**src/verilog/loop_clock_consts.vh**
```
// Purpose: shared constants of the loop clock and repeat control block
// Assumes: 10 MHz system clock, AXI4-Lite register access
// Notes: times are kept in their own unit; cycle counts derive from them
`ifndef LOOP_CLOCK_CONSTS_VH
`define LOOP_CLOCK_CONSTS_VH

// ----------------------------------------
// Clock and timing
// ----------------------------------------
`define CLK_HZ 10000000
`define PAIR_WINDOW_MS 20
`define CLOFF_SHOW_MS 2000
`define PROG_SHOW_MS 4000
`define LAMP_ON_MS 50
`define CLK_PULSE_US 5
`define MS_TO_CYC(ms) (((ms) * (`CLK_HZ / 1000)))
`define US_TO_CYC(us) (((us) * (`CLK_HZ / 1000000)))

// ----------------------------------------
// Register map (byte addresses)
// ----------------------------------------
`define REG_CTRL 4'h0
`define REG_LOOP_LEN 4'h4
`define REG_STATUS 4'h8
`define REG_PROG 4'hc

// ----------------------------------------
// Fields and reset values
// ----------------------------------------
`define CTRL_FB_LSB 0
`define CTRL_FB_MSB 7
`define FB_FULL 8'hff
`define FB_RESET 8'h00
`define LOOP_LEN_W 24
`define LOOP_LEN_RESET 24'h4e2000
`define PPB_IDX_RESET 4'h0
`define BPL_IDX_RESET 3'h0
`define PPB_IDX_LAST 4'hb
`define BPL_IDX_LAST 3'h4
`define DISP_DELAY 2'h0
`define DISP_CLOFF 2'h1
`define DISP_PROG 2'h2
`define RESP_OKAY 2'h0
`define RESP_SLVERR 2'h2

`endif

```
**src/verilog/button_sync.v**
```verilog
// Purpose: two-stage synchroniser with rising-edge pulse for a panel input
// Assumes: input is asynchronous to CLK
// Notes: first stage feeds only the second stage
`timescale 1ns/10ps
module button_sync (
	// Clock and reset
	input wire CLK,
	input wire RESET_N,
	// Pin side
	input wire pin,
	// Synchronised outputs
	output reg level,
	output reg rise
);
	reg meta_r;
	reg level_d_r;

	// Edge taken from the settled stage only, never from the metastable one
	always @(posedge CLK) begin
		if (!RESET_N) begin
			meta_r <= 1'b0;
			level <= 1'b0;
			level_d_r <= 1'b0;
			rise <= 1'b0;
		end else begin
			meta_r <= pin;
			level <= meta_r;
			level_d_r <= level;
			rise <= level & ~level_d_r;
		end
	end
endmodule

```
**src/verilog/loop_clock_ctrl.v**
```verilog
// Purpose: panel control of delay range, loop clock and infinite repeat
// Assumes: panel pins asynchronous; delay memory datapath is outside
// Notes: software supplies the 1X loop length and the feedback level
//
// Decided for this implementation: the register offsets and the AXI4-Lite slave port.
`timescale 1ns/10ps
`include "loop_clock_consts.vh"
module loop_clock_ctrl #(
	parameter PAIR_CYC = `MS_TO_CYC(`PAIR_WINDOW_MS),
	parameter CLOFF_CYC = `MS_TO_CYC(`CLOFF_SHOW_MS),
	parameter PROG_CYC = `MS_TO_CYC(`PROG_SHOW_MS),
	parameter LAMP_CYC = `MS_TO_CYC(`LAMP_ON_MS)
) (
	// Clock and reset
	input wire CLK,
	input wire RESET_N,
	// Front panel and footswitch pins
	input wire RANGE_CLOCK_BTN_L,
	input wire RANGE_CLOCK_BTN_R,
	input wire DIVIDE_BTN,
	input wire MULTIPLY_BTN,
	input wire INFINITE_REPEAT_BTN,
	input wire REPEAT_FOOTSWITCH,
	// Display and lamps
	output reg [1:0] DISP_MODE,
	output reg [6:0] DISP_PPB,
	output reg [4:0] DISP_BPL,
	output reg LONG_RANGE,
	output reg CLK_LAMP,
	output reg HOLD_ACTIVE,
	// Clock output jack
	output reg CLOCK_OUT,
	// Delay memory control
	output reg MEM_WRITE_EN,
	output reg [7:0] FEEDBACK_GAIN,
	// AXI4-Lite write address
	input wire [3:0] AWADDR,
	input wire AWVALID,
	output reg AWREADY,
	// AXI4-Lite write data
	input wire [31:0] WDATA,
	input wire [3:0] WSTRB,
	input wire WVALID,
	output reg WREADY,
	// AXI4-Lite write response
	output reg [1:0] BRESP,
	output reg BVALID,
	input wire BREADY,
	// AXI4-Lite read
	input wire [3:0] ARADDR,
	input wire ARVALID,
	output reg ARREADY,
	output reg [31:0] RDATA,
	output reg [1:0] RRESP,
	output reg RVALID,
	input wire RREADY
);
	localparam CLK_PULSE_CYC = `US_TO_CYC(`CLK_PULSE_US);
	localparam S_NORM = 3'b001;
	localparam S_CLOFF = 3'b010;
	localparam S_PROG = 3'b100;

	// ----------------------------------------
	// Sequences
	// ----------------------------------------
	function [6:0] ppb_value;
		input [3:0] idx;
		begin
			case (idx)
				4'h0: ppb_value = 7'h01;
				4'h1: ppb_value = 7'h02;
				4'h2: ppb_value = 7'h03;
				4'h3: ppb_value = 7'h04;
				4'h4: ppb_value = 7'h06;
				4'h5: ppb_value = 7'h08;
				4'h6: ppb_value = 7'h0c;
				4'h7: ppb_value = 7'h10;
				4'h8: ppb_value = 7'h18;
				4'h9: ppb_value = 7'h20;
				4'ha: ppb_value = 7'h30;
				default: ppb_value = 7'h40;
			endcase
		end
	endfunction

	function [4:0] bpl_value;
		input [2:0] idx;
		begin
			bpl_value = 5'h01 << idx;
		end
	endfunction

	// ----------------------------------------
	// Pin synchronisers
	// ----------------------------------------
	wire lvl_l, lvl_r, rise_l, rise_r, rise_div, rise_mul, rise_rpt, rise_fsw;

	button_sync u_sync_l (.CLK(CLK), .RESET_N(RESET_N), .pin(RANGE_CLOCK_BTN_L),
		.level(lvl_l), .rise(rise_l));
	button_sync u_sync_r (.CLK(CLK), .RESET_N(RESET_N), .pin(RANGE_CLOCK_BTN_R),
		.level(lvl_r), .rise(rise_r));
	button_sync u_sync_div (.CLK(CLK), .RESET_N(RESET_N), .pin(DIVIDE_BTN),
		.level(), .rise(rise_div));
	button_sync u_sync_mul (.CLK(CLK), .RESET_N(RESET_N), .pin(MULTIPLY_BTN),
		.level(), .rise(rise_mul));
	button_sync u_sync_rpt (.CLK(CLK), .RESET_N(RESET_N), .pin(INFINITE_REPEAT_BTN),
		.level(), .rise(rise_rpt));
	button_sync u_sync_fsw (.CLK(CLK), .RESET_N(RESET_N), .pin(REPEAT_FOOTSWITCH),
		.level(), .rise(rise_fsw));

	// ----------------------------------------
	// Pair detection
	// ----------------------------------------
	// A hand never lands both buttons in one cycle; wait a short window
	reg pair_pend_r;
	reg [31:0] pair_cnt_r;
	reg both_evt_r, single_evt_r;

	always @(posedge CLK) begin
		if (!RESET_N) begin
			pair_pend_r <= 1'b0;
			pair_cnt_r <= 32'h00000000;
			both_evt_r <= 1'b0;
			single_evt_r <= 1'b0;
		end else begin
			both_evt_r <= 1'b0;
			single_evt_r <= 1'b0;
			if (!pair_pend_r) begin
				if (rise_l | rise_r) begin
					pair_pend_r <= 1'b1;
					pair_cnt_r <= 32'h00000000;
				end
			end else if (lvl_l & lvl_r) begin
				pair_pend_r <= 1'b0;
				both_evt_r <= 1'b1;
			end else if (pair_cnt_r >= PAIR_CYC - 1) begin
				pair_pend_r <= 1'b0;
				single_evt_r <= 1'b1;
			end else begin
				pair_cnt_r <= pair_cnt_r + 32'h00000001;
			end
		end
	end

	// ----------------------------------------
	// Panel state machine
	// ----------------------------------------
	reg [2:0] state_r;
	reg [31:0] disp_cnt_r;
	reg clock_on_r, long_range_r;
	reg [3:0] ppb_idx_r;
	reg [2:0] bpl_idx_r;

	always @(posedge CLK) begin
		if (!RESET_N) begin
			state_r <= S_NORM;
			disp_cnt_r <= 32'h00000000;
			clock_on_r <= 1'b0;
			long_range_r <= 1'b0;
			ppb_idx_r <= `PPB_IDX_RESET;
			bpl_idx_r <= `BPL_IDX_RESET;
		end else begin
			disp_cnt_r <= disp_cnt_r + 32'h00000001;
			case (state_r)
				S_NORM: begin
					if (both_evt_r) begin
						long_range_r <= ~long_range_r;
					end else if (single_evt_r) begin
						clock_on_r <= 1'b0;
						state_r <= S_CLOFF;
						disp_cnt_r <= 32'h00000000;
					end
				end
				S_CLOFF: begin
					if (both_evt_r) begin
						long_range_r <= ~long_range_r;
						state_r <= S_NORM;
					end else if (disp_cnt_r >= CLOFF_CYC - 1) begin
						state_r <= S_PROG;
						disp_cnt_r <= 32'h00000000;
					end
				end
				S_PROG: begin
					if (both_evt_r) begin
						clock_on_r <= 1'b1;
						state_r <= S_NORM;
					end else if (rise_div) begin
						disp_cnt_r <= 32'h00000000;
						if (bpl_idx_r == `BPL_IDX_LAST)
							bpl_idx_r <= `BPL_IDX_RESET;
						else
							bpl_idx_r <= bpl_idx_r + 3'h1;
					end else if (rise_mul) begin
						disp_cnt_r <= 32'h00000000;
						if (ppb_idx_r == `PPB_IDX_LAST)
							ppb_idx_r <= `PPB_IDX_RESET;
						else
							ppb_idx_r <= ppb_idx_r + 4'h1;
					end else if (disp_cnt_r >= PROG_CYC - 1) begin
						state_r <= S_NORM;
					end
				end
				default: state_r <= S_NORM;
			endcase
		end
	end

	// ----------------------------------------
	// Loop clock generation
	// ----------------------------------------
	reg [23:0] loop_len_r;
	reg [7:0] fb_level_r;
	wire [24:0] period;
	wire [10:0] pulse_total;
	wire tick;
	wire tick_on;
	reg [6:0] pulse_in_beat_r;
	reg [31:0] out_cnt_r, lamp_cnt_r;
	reg beat_r;

	// Doubled range doubles the loop, so tempo follows delay settings
	assign period = long_range_r ? {loop_len_r, 1'b0} : {1'b0, loop_len_r};
	assign pulse_total = ppb_value(ppb_idx_r) * bpl_value(bpl_idx_r);

	loop_pulse_gen u_gen (.CLK(CLK), .RESET_N(RESET_N), .run(clock_on_r),
		.period(period), .pulse_count(pulse_total), .tick(tick));

	assign tick_on = tick & clock_on_r;

	always @(posedge CLK) begin
		if (!RESET_N) begin
			pulse_in_beat_r <= 7'h00;
			beat_r <= 1'b0;
			out_cnt_r <= 32'h00000000;
			lamp_cnt_r <= 32'h00000000;
			CLOCK_OUT <= 1'b0;
			CLK_LAMP <= 1'b0;
		end else begin
			// Stopping lets the pulse and flash in flight run to full length
			beat_r <= tick_on && (pulse_in_beat_r == 7'h00);
			if (!clock_on_r)
				pulse_in_beat_r <= 7'h00;
			if (tick_on) begin
				if (pulse_in_beat_r + 7'h01 >= ppb_value(ppb_idx_r))
					pulse_in_beat_r <= 7'h00;
				else
					pulse_in_beat_r <= pulse_in_beat_r + 7'h01;
				CLOCK_OUT <= 1'b1;
				out_cnt_r <= 32'h00000000;
			end else if (out_cnt_r >= CLK_PULSE_CYC - 1) begin
				CLOCK_OUT <= 1'b0;
			end else begin
				out_cnt_r <= out_cnt_r + 32'h00000001;
			end
			if (tick_on && (pulse_in_beat_r == 7'h00)) begin
				CLK_LAMP <= 1'b1;
				lamp_cnt_r <= 32'h00000000;
			end else if (lamp_cnt_r >= LAMP_CYC - 1) begin
				CLK_LAMP <= 1'b0;
			end else begin
				lamp_cnt_r <= lamp_cnt_r + 32'h00000001;
			end
		end
	end

	// ----------------------------------------
	// Infinite repeat
	// ----------------------------------------
	reg repeat_r, rpt_pend_r;
	wire rpt_req;
	wire rpt_tog;

	assign rpt_req = rise_rpt | rise_fsw;
	assign rpt_tog = rpt_pend_r ^ rpt_req;

	always @(posedge CLK) begin
		if (!RESET_N) begin
			repeat_r <= 1'b0;
			rpt_pend_r <= 1'b0;
		end else if (!clock_on_r) begin
			repeat_r <= repeat_r ^ rpt_req;
			rpt_pend_r <= 1'b0;
		end else if (beat_r) begin
			repeat_r <= repeat_r ^ rpt_tog;
			rpt_pend_r <= 1'b0;
		end else begin
			rpt_pend_r <= rpt_tog;
		end
	end

	// ----------------------------------------
	// Registered panel and memory outputs
	// ----------------------------------------
	always @(posedge CLK) begin
		if (!RESET_N) begin
			DISP_MODE <= `DISP_DELAY;
			DISP_PPB <= 7'h01;
			DISP_BPL <= 5'h01;
			LONG_RANGE <= 1'b0;
			HOLD_ACTIVE <= 1'b0;
			MEM_WRITE_EN <= 1'b1;
			FEEDBACK_GAIN <= `FB_RESET;
		end else begin
			DISP_MODE <= (state_r == S_CLOFF) ? `DISP_CLOFF :
				(state_r == S_PROG) ? `DISP_PROG : `DISP_DELAY;
			DISP_PPB <= ppb_value(ppb_idx_r);
			DISP_BPL <= bpl_value(bpl_idx_r);
			LONG_RANGE <= long_range_r;
			HOLD_ACTIVE <= repeat_r;
			// Frozen memory replays untouched; writes resume on release
			MEM_WRITE_EN <= ~repeat_r;
			FEEDBACK_GAIN <= repeat_r ? `FB_FULL : fb_level_r;
		end
	end

	// ----------------------------------------
	// AXI4-Lite slave
	// ----------------------------------------
	reg aw_held_r, w_held_r;
	reg [3:0] aw_addr_r;
	reg [31:0] w_data_r;
	reg [3:0] w_strb_r;

	always @(posedge CLK) begin
		if (!RESET_N) begin
			AWREADY <= 1'b1;
			WREADY <= 1'b1;
			aw_held_r <= 1'b0;
			w_held_r <= 1'b0;
			aw_addr_r <= 4'h0;
			w_data_r <= 32'h00000000;
			w_strb_r <= 4'h0;
			BVALID <= 1'b0;
			BRESP <= `RESP_OKAY;
			loop_len_r <= `LOOP_LEN_RESET;
			fb_level_r <= `FB_RESET;
		end else begin
			if (AWVALID && AWREADY) begin
				aw_held_r <= 1'b1;
				aw_addr_r <= AWADDR;
				AWREADY <= 1'b0;
			end
			if (WVALID && WREADY) begin
				w_held_r <= 1'b1;
				w_data_r <= WDATA;
				w_strb_r <= WSTRB;
				WREADY <= 1'b0;
			end
			if (aw_held_r && w_held_r && !BVALID) begin
				aw_held_r <= 1'b0;
				w_held_r <= 1'b0;
				BVALID <= 1'b1;
				BRESP <= `RESP_OKAY;
				case (aw_addr_r)
					`REG_CTRL: begin
						if (w_strb_r[0])
							fb_level_r <= w_data_r[`CTRL_FB_MSB:`CTRL_FB_LSB];
					end
					`REG_LOOP_LEN: begin
						if (w_strb_r[0])
							loop_len_r[7:0] <= w_data_r[7:0];
						if (w_strb_r[1])
							loop_len_r[15:8] <= w_data_r[15:8];
						if (w_strb_r[2])
							loop_len_r[23:16] <= w_data_r[23:16];
					end
					`REG_STATUS, `REG_PROG: BRESP <= `RESP_OKAY;
					default: BRESP <= `RESP_SLVERR;
				endcase
			end
			if (BVALID && BREADY) begin
				BVALID <= 1'b0;
				AWREADY <= 1'b1;
				WREADY <= 1'b1;
			end
		end
	end

	always @(posedge CLK) begin
		if (!RESET_N) begin
			ARREADY <= 1'b1;
			RVALID <= 1'b0;
			RDATA <= 32'h00000000;
			RRESP <= `RESP_OKAY;
		end else if (ARVALID && ARREADY) begin
			ARREADY <= 1'b0;
			RVALID <= 1'b1;
			RRESP <= `RESP_OKAY;
			case (ARADDR)
				`REG_CTRL: RDATA <= {24'h000000, fb_level_r};
				`REG_LOOP_LEN: RDATA <= {8'h00, loop_len_r};
				`REG_STATUS: RDATA <= {26'h0000000, state_r, repeat_r, clock_on_r,
					long_range_r};
				`REG_PROG: RDATA <= {13'h0000, bpl_value(bpl_idx_r), 7'h00,
					ppb_value(ppb_idx_r)};
				default: begin
					RDATA <= 32'h00000000;
					RRESP <= `RESP_SLVERR;
				end
			endcase
		end else if (RVALID && RREADY) begin
			RVALID <= 1'b0;
			ARREADY <= 1'b1;
		end
	end
endmodule

```
**src/verilog/loop_pulse_gen.v**
```verilog
// Purpose: spread pulse_count pulses evenly across one loop period
// Assumes: period in system cycles, count never zero
// Notes: fractional accumulator keeps long-term rate exact
`timescale 1ns/10ps
module loop_pulse_gen (
	// Clock and reset
	input wire CLK,
	input wire RESET_N,
	// Control
	input wire run,
	input wire [24:0] period,
	input wire [10:0] pulse_count,
	// Output
	output reg tick
);
	reg [25:0] acc_r;
	wire [25:0] acc_sum;
	wire [25:0] acc_left;

	assign acc_sum = acc_r + {15'h0000, pulse_count};
	assign acc_left = acc_sum - {1'b0, period};

	always @(posedge CLK) begin
		if (!RESET_N || !run) begin
			acc_r <= 26'h0000000;
			tick <= 1'b0;
		end else if (acc_sum >= {1'b0, period}) begin
			// Period rescales tempo live, no restart needed
			// A sharp cut in period leaves a backlog; drop it, never a burst
			acc_r <= (acc_left >= {1'b0, period}) ? 26'h0000000 : acc_left;
			tick <= 1'b1;
		end else begin
			acc_r <= acc_sum;
			tick <= 1'b0;
		end
	end
endmodule
```
**config.mk**
```make
export PLATFORM = sky130hd
export DESIGN_NAME = loop_clock_ctrl
export DESIGN_NICKNAME = d
export VERILOG_FILES = /design/src/verilog/button_sync.v /design/src/verilog/loop_clock_ctrl.v /design/src/verilog/loop_pulse_gen.v
export VERILOG_INCLUDE_DIRS = /design/src /design/src/verilog
export SDC_FILE = /design/constraint.sdc
export NUM_CORES = 1
export LEC_CHECK = 0
export BUFFER_PORTS_ARGS = -buffer_cell sky130_fd_sc_hd__buf_2
export CORE_MARGIN = 2
export CORE_UTILIZATION = 50
export DETAILED_ROUTE_END_ITERATION = 8
export GPL_TIMING_DRIVEN = 0
export PLACE_DENSITY = 0.72
export SLEW_MARGIN = 15
export SYNTH_ARGS = -nofsm -noshare
export SYNTH_HDL_FRONTEND = slang
export SYNTH_SLANG_ARGS = --single-unit
```
**constraint.sdc**
```tcl
create_clock -name CLK -period 9.6 [get_ports CLK]
set_input_delay 2.4 -clock CLK [delete_from_list [all_inputs] [get_ports CLK]]
set_output_delay 2.4 -clock CLK [all_outputs]
set_load 0.02 [all_outputs]
```
# Yosys cells after proc, flatten, opt, wreduce, memory -nomap -nowiden

Memory sizes are Yosys's and may differ from the RTL's. A register that Yosys moved wholly into a read port is not among the register bits.
Index checks and enable logic that the tools add are counted.

Add/subtract/negate cells: 9
$mul: 1
$lt $le $gt $ge: 8
Eq/ne operators: 22
Shift-type cells: 1
Multiplexer cells: 64
Bitwise logic cells: 26
Reduce and logical (&&, ||, !) cells: 42

Operator list:

| cell                                                   | number |
|---|---|
| 2-to-1 mux 32 bit                                      | 11 |
| adder 32 x 1 -> 32 bit (second input constant)         | 4 |
| case mux 24 bit (4 select lines)                       | 1 |
| case mux 32 bit (3 select lines)                       | 1 |
| >= comparator 26 x 25 -> 1 bit                         | 2 |
| 2-to-1 mux 26 bit                                      | 2 |
| 2-to-1 mux 7 bit                                       | 5 |
| >= comparator 32 x 18 -> 1 bit (second input constant) | 1 |
| >= comparator 32 x 19 -> 1 bit (second input constant) | 1 |
| >= comparator 32 x 25 -> 1 bit (second input constant) | 1 |
| >= comparator 32 x 26 -> 1 bit (second input constant) | 1 |
| >= comparator 32 x 6 -> 1 bit (second input constant)  | 1 |
| 2-to-1 mux 4 bit                                       | 7 |
| 2-to-1 mux 3 bit                                       | 9 |
| adder 26 x 11 -> 26 bit                                | 1 |
| subtractor 26 x 25 -> 26 bit                           | 1 |
| 2-to-1 mux 25 bit                                      | 1 |
| 2-to-1 mux 1 bit                                       | 21 |
| == test 4 bit (second input constant)                  | 5 |
| AND reduction 3 bit                                    | 6 |
| NOT 1 bit                                              | 13 |
| inequality test 3 bit (second input constant)          | 4 |
| OR reduction 2 bit                                     | 6 |
| multiplier 7 x 5 -> 11 bit                             | 1 |
| 29 further kinds                                       | 67 |

Flip-flop bits (word level): 330
Memory bits (read-only): 448
Word-level logic and storage cells: 245
Memories kept: 4

Memory list:

| name             | depth | width | read ports | clocked after Yosys merged registers in | write ports | line                 | source |
|---|---|---|---|---|---|---|---|
| (name not given) | 16    | 7     | 1          | 1                                       | 0           | loop_clock_ctrl.v:69 | `case (idx)` |
| (name not given) | 16    | 7     | 1          | 1                                       | 0           | loop_clock_ctrl.v:69 |  |
| (name not given) | 16    | 7     | 1          | 1                                       | 0           | loop_clock_ctrl.v:69 |  |
| (name not given) | 16    | 7     | 1          | 1                                       | 0           | loop_clock_ctrl.v:69 |  |

# Longest topological paths before layout

Gate-level depths: netlist of run 1.

Word-level depth: 7
Gate-level depth with buffers: 47
Depth with buffers taken out: 44

# By module

A second synthesis of run 1 with hierarchy kept.

Cell total of the unflattened synthesis: 1915
Area, all modules: 17100.2 µm²

By module, submodules not included:

| module          | instances | cells an instance | area an instance (µm²) | sequential area each (µm²) |
|---|---|---|---|---|
| loop_clock_ctrl | 1         | 1418              | 12797.3                | 5665.4 |
| loop_pulse_gen  | 1         | 449               | 3634.7                 | 540.5 |
| button_sync     | 6         | 8                 | 111.4                  | 80.1 |

# Least setup slack after synthesis of run 1

Ideal clock, no wire load.

Path kind: reg2reg
Start point: register bpl_idx_r[0]
End point: register u_gen.acc_r[12]
Setup time: 69 ps
Arrival: 8342 ps
Data required time: 9531 ps
Slack: 1189 ps
Cell stages (with the launch flop): 44
Path buffers: 3
Cell sequence: dfxtp_1 > inv_1 > ha_1 > and2_1 > clkbuf_1 > nand2_1 > fa_1 > fa_1 > fa_1 > inv_1 > ha_1 > a21oi_1 > o21ai_0 > a21oi_1 > xnor2_1 > ha_1 > and2_1 > o21a_1 > [... 8 more ...] > a31o_2 > nor2_1 > a21oi_1 > o31a_1 > xnor2_1 > inv_1 > ha_1 > a21o_1 > a21o_1 > a21oi_1 > nor2b_1 > o21ai_0 > nand2b_1 > a211o_1 > nand2_1 > nand4b_4 > buf_2 > o21ai_1

Longest elaborated chain between the ends: 7
Elaborated cells between the ends (all ways): 8

RTL lines:

| item                           | line                  | source |
|---|---|---|
| start: declaration             | loop_clock_ctrl.v:152 | `reg [2:0] bpl_idx_r;` |
| start signal: assignment       | loop_clock_ctrl.v:161 | `` bpl_idx_r <= `BPL_IDX_RESET; `` |
| start signal: assignment       | loop_clock_ctrl.v:190 | `` bpl_idx_r <= `BPL_IDX_RESET; `` |
| start signal: assignment       | loop_clock_ctrl.v:192 | `bpl_idx_r <= bpl_idx_r + 3'h1;` |
| << shifter 1 x 3 -> 5 bit (*)  | loop_clock_ctrl.v:89  | `bpl_value = 5'h01 << idx;` |
| multiplier 7 x 5 -> 11 bit (*) | loop_clock_ctrl.v:223 | `assign pulse_total = ppb_value(ppb_idx_r) * bpl_value(bpl_idx_r);` |
| adder 26 x 11 -> 26 bit (*)    | loop_pulse_gen.v:20   | `assign acc_sum = acc_r + {15'h0000, pulse_count};` |
| subtractor 26 x 25 -> 26 bit   | loop_pulse_gen.v:21   | `assign acc_left = acc_sum - {1'b0, period};` |
| >= comparator 26 x 25 -> 1 bit | loop_pulse_gen.v:30   | `acc_r <= (acc_left >= {1'b0, period}) ? 26'h0000000 : acc_left;` |
| 2-to-1 mux 26 bit              | loop_pulse_gen.v:30   |  |
| 2-to-1 mux 26 bit (*)          | loop_pulse_gen.v:27   | `end else if (acc_sum >= {1'b0, period}) begin` |
| end signal: assignment         | loop_pulse_gen.v:30   |  |
| end signal: assignment         | loop_pulse_gen.v:33   | `acc_r <= acc_sum;` |
| end: declaration               | loop_pulse_gen.v:16   | `reg [25:0] acc_r;` |

Mark *: on every way between the ends. The rest lies on a longest branch, timed or not.
A chain may end at the register's enable or synchronous reset.

# Final worst setup path of run 1

Start point: register bpl_idx_r[1]
End point: register u_gen.acc_r[18]

Same word-level chain as after synthesis.

==> results of run 1 <==
-- timing repair --
action | in CTS | in global routing
cloned | 0 | 0
endpoints found under the setup margin | 20 | 25
pin swaps | 0 | 4
buffers inserted | 0 | 2
resized for setup | 0 | 27
-- metrics by stage --
stage | util [%] | std cells | instance area [µm²] | setup slack, ns | setup TNS [ns]
floorplan | - | 1911 | 17000 | 1.19 | 0
global placement | 54.0 | 2463 | 18100 | 0.101 | 0
detailed placement | 54.0 | 2463 | 18100 | -0.0897 | -1.22
CTS | 57.7 | 2523 | 19300 | 0.00710 | 0
global route | 58.0 | 2523 | 19400 | -0.0325 | -0.197
finish | 58.0 | 2523 | 19400 | 0.514 | 0
-- cells in the final DEF (no fill, tap or decap), types with 9 or more instances in the layout --
cell type  synthesis  routed
mux2i_1           69      69
a21oi_1           64      61
or3_1              9       9
inv_1            104     104
xor2_1            57      57
clkbuf_16          0      35
ha_1             107     105
clkbuf_1          58      57
nand2_1          188     188
nor2_1           161     159
clkbuf_8           0       9
buf_2              2     106
a31oi_1           15      15
fa_1              16      16
a21boi_0          43      43
a21o_1            28      28
and2_1            80      79
o21ai_0           55      53
o21a_1            19      19
conb_1             1      11
buf_4             11      14
nor4_1            17      17
and3_1            61      61
o21ai_1           12      13
nor2b_1           84      84
a22oi_1           21      21
dfxtp_1          334     333
nand3_1           50      50
nand4_1           24      24
nor3_1            13      13
and4_1            11      11
xnor2_1           62      56
o21bai_1           9       9
nand2b_1          15      15
-- worst min-delay path by stage --
stage | start | end | slack, ns | cells after the start
floorplan | u_sync_div.level_d_r | u_sync_div.rise | 0.37 | 1
global route | u_sync_rpt.level_d_r | u_sync_rpt.rise | 0.40 | 1
global placement | u_sync_r.level_d_r | u_sync_r.rise | 0.37 | 1
detailed placement | u_sync_rpt.level_d_r | u_sync_rpt.rise | 0.37 | 1
CTS | u_sync_rpt.level_d_r | u_sync_rpt.rise | 0.38 | 1
finish | u_sync_fsw.level_d_r | u_sync_fsw.rise | 0.38 | 1
-- critical path, delay by kind of cell, from the launching register on --
family	cells	cell delay (ns)
adders and majority gates	8	3.07
AOI/OAI and AO/OA	16	2.93
and+or+nand+nor	10	1.51
buffers and inverters	5	0.60
xor gates and xnor gates	3	0.53
DFF	1	0.34
-- cell type report --
| type | instances | area [µm²] | area share, % |
|---|---|---|---|
| multi-input cells | 1396 | 9690 | 49.9 |
| flip-flops and latches | 334 | 6690 | 34.4 |
| clock buffers | 47 | 1010 | 5.20 |
| well taps | 448 | 561 | 2.88 |
| repair buffers | 106 | 536 | 2.76 |
| inverters | 104 | 390 | 2.01 |
| plain buffers | 74 | 334 | 1.72 |
| clock inverters | 14 | 224 | 1.15 |
-- state kept, by name (all words and copies together) (netlist names), 3 cells and up, named ones only --
register and count:
u_gen.acc_r 26, disp_cnt_r 32, state_r 3, loop_len_r 24
aw_addr_r 4, DISP_BPL 5, w_strb_r 3, RDATA 24
lamp_cnt_r 32, ppb_idx_r 4, fb_level_r 8, FEEDBACK_GAIN 8
out_cnt_r 32, pulse_in_beat_r 7, pair_cnt_r 32, DISP_PPB 7
w_data_r 24, bpl_idx_r 3
-- cell families after synthesis --
family	count (synthesis)	synth area share, %
AO/OA/AOI/OAI	326	13.2
buffers and inverters	181	4.31
XOR/XNOR	120	6.23
other	1	0.0221
flip-flops	334	39.4
AND/OR/NAND/NOR	739	22.1
multiplexers	77	4.99
adder cells (fa/ha/maj)	123	9.77
-- power by group through the flow --
stage                     clock network [W]  registers [W]   logic, W
after floorplan                           0        0.00145  0.0000678
after global placement                    0        0.00145   0.000112
after detailed placement                  0        0.00145   0.000114
after CTS                           0.00146        0.00142   0.000115
after global routing                0.00151        0.00142   0.000126
final                               0.00143        0.00142   0.000114
-- layer usage --
metal  share of wire [%]  vias up  wire length [µm]  GRT usage [%]
li1                    -     6798                 -              -
met1                  45     6323             18200           29.1
met2                  47      295             19000           38.3
met3                 5.3       73              2140           3.54
met4                 2.5        6              1020           6.94
met5               0.087        -                35              0
==> results.txt, run 1 <==
status -> completed
CP Launch Type -> flip-flop
routed len/inst -> 16.0 µm
initial antenna violation count -> 3
root buf cell -> clkbuf_16
worst setup path start -> bpl_idx_r[1]
final hold viol count -> 0
crit path time final -> 9.09 ns
Leak Pwr -> 8.60 nW
clk sinks -> 334
Async SR Flop Fraction -> 0%
library cells used by synthesis -> 76
Final Power -> 0.00296 W
Final Max Slew Viols -> 0
predominant post-synthesis flop cell -> dfxtp_1
number of synthesized flops with an enable pin -> 0
Die X -> 188 µm
Slew @ Worst Pin -> 1.12 ns
Clk pwr share -> 48.2%
initial drt markers -> 725
critical path's slowest cell -> fa_1
WP data required -> 10.04 ns
# fillers -> 2918
Switching Share -> 21.5%
worst hold path type -> reg -> reg
Starting Density -> 50.6%
Worst Skew -> 0.0156 ns
CP dominant cell by count -> ha_1
Worst Setup EP -> u_gen.acc_r[18]
cell row count -> 67
DR vias/cell -> 5.35
Max-cap violations -> 0
hpwl dp -> 30.9 mm
Fmax -> 110 MHz
Seq/Total Area, Yosys -> 39.4%
Flop pwr share -> 47.9%
P&R area growth vs syn -> 14.4%
Yosys reg bits -> 334
layout cells sized above 1 -> 11.1%
Post-Syn Instances -> 1901
R2R depth -> 42
Net Switching -> 0.000638 W
Layout Nets -> 2231
area of the core -> 0.0335 mm²
R2R Path Start -> bpl_idx_r[1]
area leader, netlist -> dfxtp_1
Power Density -> 153 mW/mm²
Clk Latency, worst-skew pair -> 0.52 ns
Port Buffers -> 104
synth cell count leaders -> 334 x dfxtp_1, 188 x nand2_1, 161 x nor2_1
cts bufs inserted -> 35
nature of the critical path endpoint -> flip-flop
DRT antenna net count -> 0
Comb power frac -> 3.9%
Final period util -> 94.6%
clk buf depth -> 3
post-cts hold buffer count -> 0
crit path max fanout -> 10
H-tree depth -> 2
via count -> 13500
Worst path max stage delay -> 0.54 ns
most common cell in the netlist -> dfxtp_1
Max-slew headroom -> 24.9%
Yosys top cell area share -> 39.4%
die height -> 188 µm
peak supply drop -> 0.000147 V
Crit Path Category -> reg -> reg
global route total overflow -> 0
final wirelength -> 40.4 mm
Synth Cell Area -> 0.0170 mm²
first-pass GRT wire length -> 64.9 mm
Fin Hold WS -> 0.383 ns
Pre-antenna DRT Iters -> 7
Die Area -> 0.0355 mm²
gr usage total -> 22.4%
R2R Setup Slk -> 0.51 ns
Post-route DRC -> 0
# setup viols final -> 0
number of diodes -> 0
top cells by area, synth -> dfxtp_1 39%, ha_1 7.9%, nand2_1 4.2%
clk slew on worst S/H paths -> 0.06 ns
Power Internal -> 0.00233 W
number of global-route vias before repair -> 13100
Final Wtd Congestion -> 0.899
Yosys Warn Count -> 0
reg2reg end -> u_gen.acc_r[18]
largest net degree at the start of global routing -> 15
WP data arrival -> 9.53 ns
Syn Area/Cell -> 8.93 µm²
TritonCTS clock tree -> built
I/O Pins -> 125
No activity file was read; power rests on OpenSTA's default activity.
==> run 2: changes to the inputs <==
--- a/config.mk
+++ b/config.mk
@@ -6,12 +6,14 @@
 export SDC_FILE = /design/constraint.sdc
 export NUM_CORES = 1
 export LEC_CHECK = 0
+export ABC_AREA = 1
 export BUFFER_PORTS_ARGS = -buffer_cell sky130_fd_sc_hd__buf_2
+export CORE_ASPECT_RATIO = 1.5
 export CORE_MARGIN = 2
 export CORE_UTILIZATION = 50
 export DETAILED_ROUTE_END_ITERATION = 8
 export GPL_TIMING_DRIVEN = 0
-export PLACE_DENSITY = 0.72
+export PLACE_DENSITY = 0.79
 export SLEW_MARGIN = 15
 export SYNTH_ARGS = -nofsm -noshare
 export SYNTH_HDL_FRONTEND = slang
==> results.txt, run 2 <==
status -> completed
Syn Area/Cell -> 7.47 µm² (-16%)
Final Wtd Congestion -> 0.962 (+7.0%)
Power Internal -> 0.00216 W (-7.0%)
Fmax -> 111 MHz (+1.2%)
crit path buf inv count -> 4 (-1)
main combinational cell family by area after synthesis -> simple AND/OR/NAND/NOR gates
TritonCTS clock tree -> built
Top Usage Layer GRT -> met2
Max-slew headroom -> 31.3% (+6.4 points)
clk buf depth -> 3 (unchanged)
GRT met3 Usage -> 2.62% (-0.92 points)
synth cell count leaders -> 399 x nand2_1, 334 x dfxtp_1, 328 x inv_1
Max-cap violations -> 0 (unchanged)
cell family with most CP delay -> adder cells
root buf cell -> clkbuf_16
Layout Nets -> 2674 (+20%)
Die X -> 157 µm (-17%)
Switching Share -> 24.6% (+3.0 points)
Power Density -> 145 mW/mm² (-4.9%)
Seq/Total Area, Yosys -> 38.1% (-1.2 points)
top cells by area, synth -> dfxtp_1 38%, nand2_1 8.5%, ha_1 7.6%
Stages on worst setup path -> 49 (+17%)
most common cell after layout, fill and taps aside -> nand2_1
RSZ-0062 raised after global routing -> false
via count -> 15800 (+17%)
initial antenna violation count -> 0 (-3)
CP dominant cell by count -> nand2_1
I/O Pins -> 125 (unchanged)
Placed Area -> 0.0187 mm² (+3.2%)
Pre-antenna DRT Iters -> 7 (unchanged)
Clk Latency, worst-skew pair -> 0.59 ns (+0.07 ns)
Starting Density -> 50.4% (-0.26 points)
Post-Synth Adder-Cell Area -> 9.46% (-0.30 points)
P&R area growth vs syn -> 12.8%
crit path time final -> 8.98 ns (-0.109 ns)
Yosys top cell area share -> 38.1% (-1.2 points)
final wirelength -> 45.5 mm (+13%)
nature of the critical path endpoint -> flip-flop
Final period util -> 93.5% (-1.1 points)
library cells used by synthesis -> 60 (-21%)
Compound-Gate Fraction of Synth Area -> 12.7% (-0.50 points)
Clk pwr share -> 43.0% (-5.2 points)
Leak Pwr -> 8.66 nW (+0.70%)
DR vias/cell -> 5.29 (-1.1%)
number of synthesized flops with an enable pin -> 0 (unchanged)
Post-route DRC -> 0 (unchanged)
die height -> 233 µm (+24%)
# setup viols final -> 0 (unchanged)
R2R depth -> 49 (+17%)
clk slew on worst S/H paths -> 0.07 ns (about the same)
Slew @ Worst Pin -> 1.02 ns (-0.0971 ns)
fraction of synthesized area in multiplexers -> 0.400% (-4.6 points)
Final Power -> 0.00287 W (-3.3%)
XOR/XNOR Fraction of Synth Area -> 4.29% (-1.9 points)
post-synthesis simple-gate area fraction -> 25.5% (+3.4 points)
DRT antenna net count -> 0 (unchanged)
predominant post-synthesis flop cell -> dfxtp_1
cell count of the worst hold path -> 1 (unchanged)
number of diodes -> 0 (unchanged)
Post-Syn Instances -> 2347 (+23%)
area leader, netlist -> dfxtp_1
M1 GR Usage -> 26.8% (-2.3 points)
Yosys reg bits -> 334 (unchanged)
routed len/inst -> 15.2 µm (-4.9%)
Yosys Warn Count -> 0 (unchanged)
H-tree depth -> 1 (-1)
largest net degree at the start of global routing -> 17 (+2)
Async SR Flop Fraction -> 0% (unchanged)
area of the core -> 0.0348 mm² (+3.7%)
worst hold path type -> reg -> reg
initial drt markers -> 998 (+38%)
# fillers -> 3104 (+6.4%)
Net Switching -> 0.000704 W (+10%)
critical path's slowest cell -> fa_1
hpwl dp -> 36.1 mm (+17%)
Worst path max stage delay -> 0.54 ns (about the same)
Crit Path Category -> reg -> reg
WP data arrival -> 9.47 ns (-0.06 ns)
Final Max Slew Viols -> 0 (unchanged)
number of global-route vias before repair -> 15500 (+18%)
most common cell in the netlist -> nand2_1
most frequent cells in the layout -> 396 x nand2_1, 334 x dfxtp_1, 328 x inv_1
CP Launch Type -> flip-flop
gr usage total -> 24.6% (+2.2 points)
crit path max fanout -> 7 (-3)
WP data required -> 10.09 ns (+0.05 ns)
global route total overflow -> 0 (unchanged)
clk sinks -> 334 (unchanged)
final hold viol count -> 0 (unchanged)
peak supply drop -> 0.000132 V (-10%)
cts bufs inserted -> 30 (-14%)
Worst Skew -> 0.0233 ns (+0.00769 ns)
footprint of the multi-input gates -> 0.00929 mm² (-4.2%)
Die Area -> 0.0366 mm² (+3.2%)
layout cells sized above 1 -> 11.6% (+0.52 points)
Comb power frac -> 6.9% (+3.0 points)
met2 Track Usage GR -> 44.9% (+6.6 points)
Port Buffers -> 105 (+0.96%)
Register Area -> 0.00669 mm² (about the same)
Flop pwr share -> 50.2% (+2.3 points)
first-pass GRT wire length -> 72.7 mm (+12%)
cell row count -> 84 (+25%)
Final Cell Area -> 0.0198 mm² (+1.8%)
Synth Cell Area -> 0.0175 mm² (+3.2%)
[run 2: cells by family after synthesis]
kind of cell	after synthesis
simple gates	991
mux	7
compound gates	393
xor+xnor	85
other cells	1
fa+ha+maj	123
buf+inv	413
flops	334
[run 2: area by class of cell]
cell class | count | share of cell area (%)
buffer | 74 | 2.00
clock buffer | 38 | 4.30
clock inverter | 16 | 0.835
inverter | 338 | 6.41
multi-input combinational | 1610 | 47.0
sequential | 334 | 33.8
tap | 473 | 2.99
timing repair buffer | 106 | 2.69
[run 2: final timing paths]
path	startpoint	endpoint	slack (ns)
max reg2reg	bpl_idx_r[0]	u_gen.acc_r[0]	0.62
min	u_sync_div.level_d_r	u_sync_div.rise	0.39
min reg2reg	u_sync_div.level_d_r	u_sync_div.rise	0.39
max	bpl_idx_r[0]	u_gen.acc_r[0]	0.62
[run 2: layer usage]
layer / share of wire, % / vias up
met4: 6.6 / 0
met2: 50 / 422
met5: 0 / -
met3: 4.5 / 166
met1: 39 / 7322
li1: - / 7896
[run 2: what timing repair did]
item / in CTS / in global routing
pin swaps: 0 / 2
gates cloned: 0 / 0
hold buffers: 0 / 0
setup buffers: 0 / 1
gates resized for setup: 3 / 17
setup endpoints to repair: 23 / 25
[run 2: worst reg2reg max path: cells and delay by family, from the launching register on]
family,cells,cell delay [ns]
AND/OR/NAND/NOR,24,2.55
AO/OA/AOI/OAI,10,1.65
XOR/XNOR,3,0.81
buffers and inverters,4,0.51
adder cells (fa/ha/maj),8,3.01
flip-flops,1,0.36
[run 2: stage by stage]
| step | std cells | worst slack [ns] | TNS (ns) | hold WS (ns) | util [%] |
|---|---|---|---|---|---|
| finish | 2989 | 0.623 | 0 | 0.386 | 56.9 |
| global route | 2989 | 0.00696 | 0 | 0.391 | 56.9 |
| CTS | 2989 | 0.0480 | 0 | 0.384 | 56.7 |
| detailed placement | 2935 | -0.301 | -5.67 | 0.376 | 53.7 |
| global placement | 2935 | -0.0908 | -1.32 | 0.373 | 53.7 |
| floorplan | 2357 | 1.59 | 0 | 0.368 | - |
[run 2: power groups by stage]
stage	Clock, W	Combinational (W)	Sequential (W)
floorplan	0	0.000123	0.00147
finish	0.00123	0.000197	0.00144
detailed placement	0	0.000194	0.00147
global placement	0	0.000190	0.00147
CTS	0.00124	0.000196	0.00144
global route	0.00130	0.000219	0.00144
==> run 3: changes to the inputs <==
==> constraint.sdc (replaced) <==
create_clock -name CLK -period 10.7 [get_ports CLK]
set_input_delay 2.675 -clock CLK [delete_from_list [all_inputs] [get_ports CLK]]
set_output_delay 2.675 -clock CLK [all_outputs]
set_load 0.02 [all_outputs]
==> results.txt, run 3 (synthesis results as in run 2) <==
status -> completed
Resized Gates After CTS -> 0 (-3)
most common cell after layout, fill and taps aside -> nand2_1
final hold viol count -> 0 (unchanged)
most frequent cells in the layout -> 399 x nand2_1, 334 x dfxtp_1, 328 x inv_1
# setup viols final -> 0 (unchanged)
clk slew on worst S/H paths -> 0.07 ns (about the same)
H-tree depth -> 1 (unchanged)
routed len/inst -> 15.2 µm (-0.21%)
P&R area growth vs syn -> 12.4%
Slew @ Worst Pin -> 1.02 ns (+0.00247 ns)
Max-slew headroom -> 31.1% (-0.17 points)
WP data arrival -> 10.30 ns (+0.83 ns)
R2R Path Start -> bpl_idx_r[0]
nature of the critical path endpoint -> flip-flop
Leak Pwr -> 8.64 nW (-0.24%)
reg2reg end -> u_gen.acc_r[24]
worst setup path start -> bpl_idx_r[0]
clk sinks -> 334 (unchanged)
CP Launch Type -> flip-flop
Worst path max stage delay -> 0.54 ns (about the same)
cell row count -> 84 (unchanged)
worst hold path type -> reg -> reg
Clk Latency, worst-skew pair -> 0.59 ns (about the same)
Die X -> 157 µm (unchanged)
crit path max fanout -> 10 (+3)
Post-route DRC -> 0 (unchanged)
Crit Path Category -> reg -> reg
hpwl dp -> 36.1 mm (unchanged)
cell count of the worst hold path -> 1 (unchanged)
Pre-antenna DRT Iters -> 6 (-1)
top sig layer -> met4
met3 WL -> 2.14 mm (+4.3%)
area of the core -> 0.0348 mm² (unchanged)
pre-CTS setup slack -> 0.799 ns (+1.10 ns)
RSZ-0062 raised after global routing -> false
Worst Setup Slack, final -> 0.903 ns (+0.280 ns)
R2R Setup Slk -> 0.90 ns (+0.28 ns)
Register Area -> 0.00669 mm² (unchanged)
via count -> 15900 (+0.32%)
root buf cell -> clkbuf_16
initial drt markers -> 997 (-0.10%)
I/O Pins -> 125 (unchanged)
final wirelength -> 45.5 mm (-0.21%)
Final Wtd Congestion -> 0.962 (unchanged)
Starting Density -> 50.4% (unchanged)
largest net degree at the start of global routing -> 17 (unchanged)
die height -> 233 µm (unchanged)
WP data required -> 11.21 ns (+1.12 ns)
number of diodes -> 0 (unchanged)
CP dominant cell by count -> nand2_1
TritonCTS clock tree -> built
initial antenna violation count -> 0 (unchanged)
post-cts hold buffer count -> 0 (unchanged)
Final Max Slew Viols -> 0 (unchanged)
Layout Nets -> 2674 (unchanged)
Port Buffers -> 105 (unchanged)
Worst Skew -> 0.0218 ns (-0.00150 ns)
final core occ -> 56.6% (-0.22 points)
gr usage total -> 24.5% (-0.036 points)
cts bufs inserted -> 30 (unchanged)
Worst Hold End -> u_sync_div.rise
Final period util -> 91.6% (-2.0 points)
R2R depth -> 47 (-4.1%)
peak supply drop -> 0.000119 V (-10%)
met2 wire len -> 22.9 mm (+0.40%)
critical path's slowest cell -> fa_1
number of global-route vias before repair -> 15500 (-0.25%)
global route total overflow -> 0 (unchanged)
Max-cap violations -> 0 (unchanged)
# fillers -> 3114 (+0.32%)
clk buf depth -> 3 (unchanged)
crit path time final -> 9.80 ns (+0.820 ns)
Fmax -> 102 MHz (-8.4%)
setup tns final -> 0 ns (unchanged)
first-pass GRT wire length -> 72.6 mm (-0.17%)
Die Area -> 0.0366 mm² (unchanged)
post-CTS setup buffer count -> 0 (unchanged)
min-delay src -> u_sync_div.level_d_r
Power Density -> 131 mW/mm² (-10%)
DRT antenna net count -> 0 (unchanged)
footprint of the multi-input gates -> 0.00922 mm² (-0.73%)
DR vias/cell -> 5.31 (+0.32%)
met1 WL -> 17.6 mm (-0.78%)
layout cells sized above 1 -> 11.0% (-0.56 points)
run 3: cell count changes in the layout (fill, tap and decap cells not counted), sizes merged:
cell,delta
buf,-1
clkbuf,+1
run 3: where the power goes:
part | internal (W) | switching (W)
clock | 0.000615 | 0.000490
sequential | 0.00127 | 0.0000182
combinational | 0.0000537 | 0.000123
total | 0.00194 | 0.000631
run 3: routing by layer:
| layer | vias up | track usage (%) |
|---|---|---|
| met2 | 476 | 45.0 |
| li1 | 7897 | - |
| met4 | 0 | 15.1 |
| met3 | 163 | 2.62 |
| met5 | - | 0 |
| met1 | 7321 | 26.8 |
run 3: final cells by class:
type,count,area share [%]
multi-input cells,1610,46.8
flip-flops and latches,334,33.9
inverters,338,6.44
clock inverters,16,0.838
plain buffers,75,2.00
repair buffers,105,2.67
clock buffers,38,4.32
well taps,473,3.00
run 3: critical path, delay by kind of cell (launching register included):
kind	cells	cell delay, ns
AOI/OAI and AO/OA	10	2.02
xor gates and xnor gates	3	0.91
adders and majority gates	9	3.20
and+or+nand+nor	17	2.05
buffers and inverters	8	1.12
DFF	1	0.42
run 3: metrics by stage:
stage	hold slack [ns]	instances	total power [W]	area (µm²)
after CTS	0.384	2989	0.00258	19700
after detailed placement	0.376	2935	0.00149	18700
final	0.384	2989	0.00257	19700
after global routing	0.391	2989	0.00266	19700
after global placement	0.373	2935	0.00149	18700
after floorplan	0.368	2357	0.00143	17600
run 3: worst max path at each step:
stage,endpoint
global route,u_gen.acc_r[23]
global placement,u_gen.acc_r[5]
detailed placement,u_gen.acc_r[8]
finish,u_gen.acc_r[24]
CTS,u_gen.acc_r[24]
floorplan,u_gen.acc_r[24]
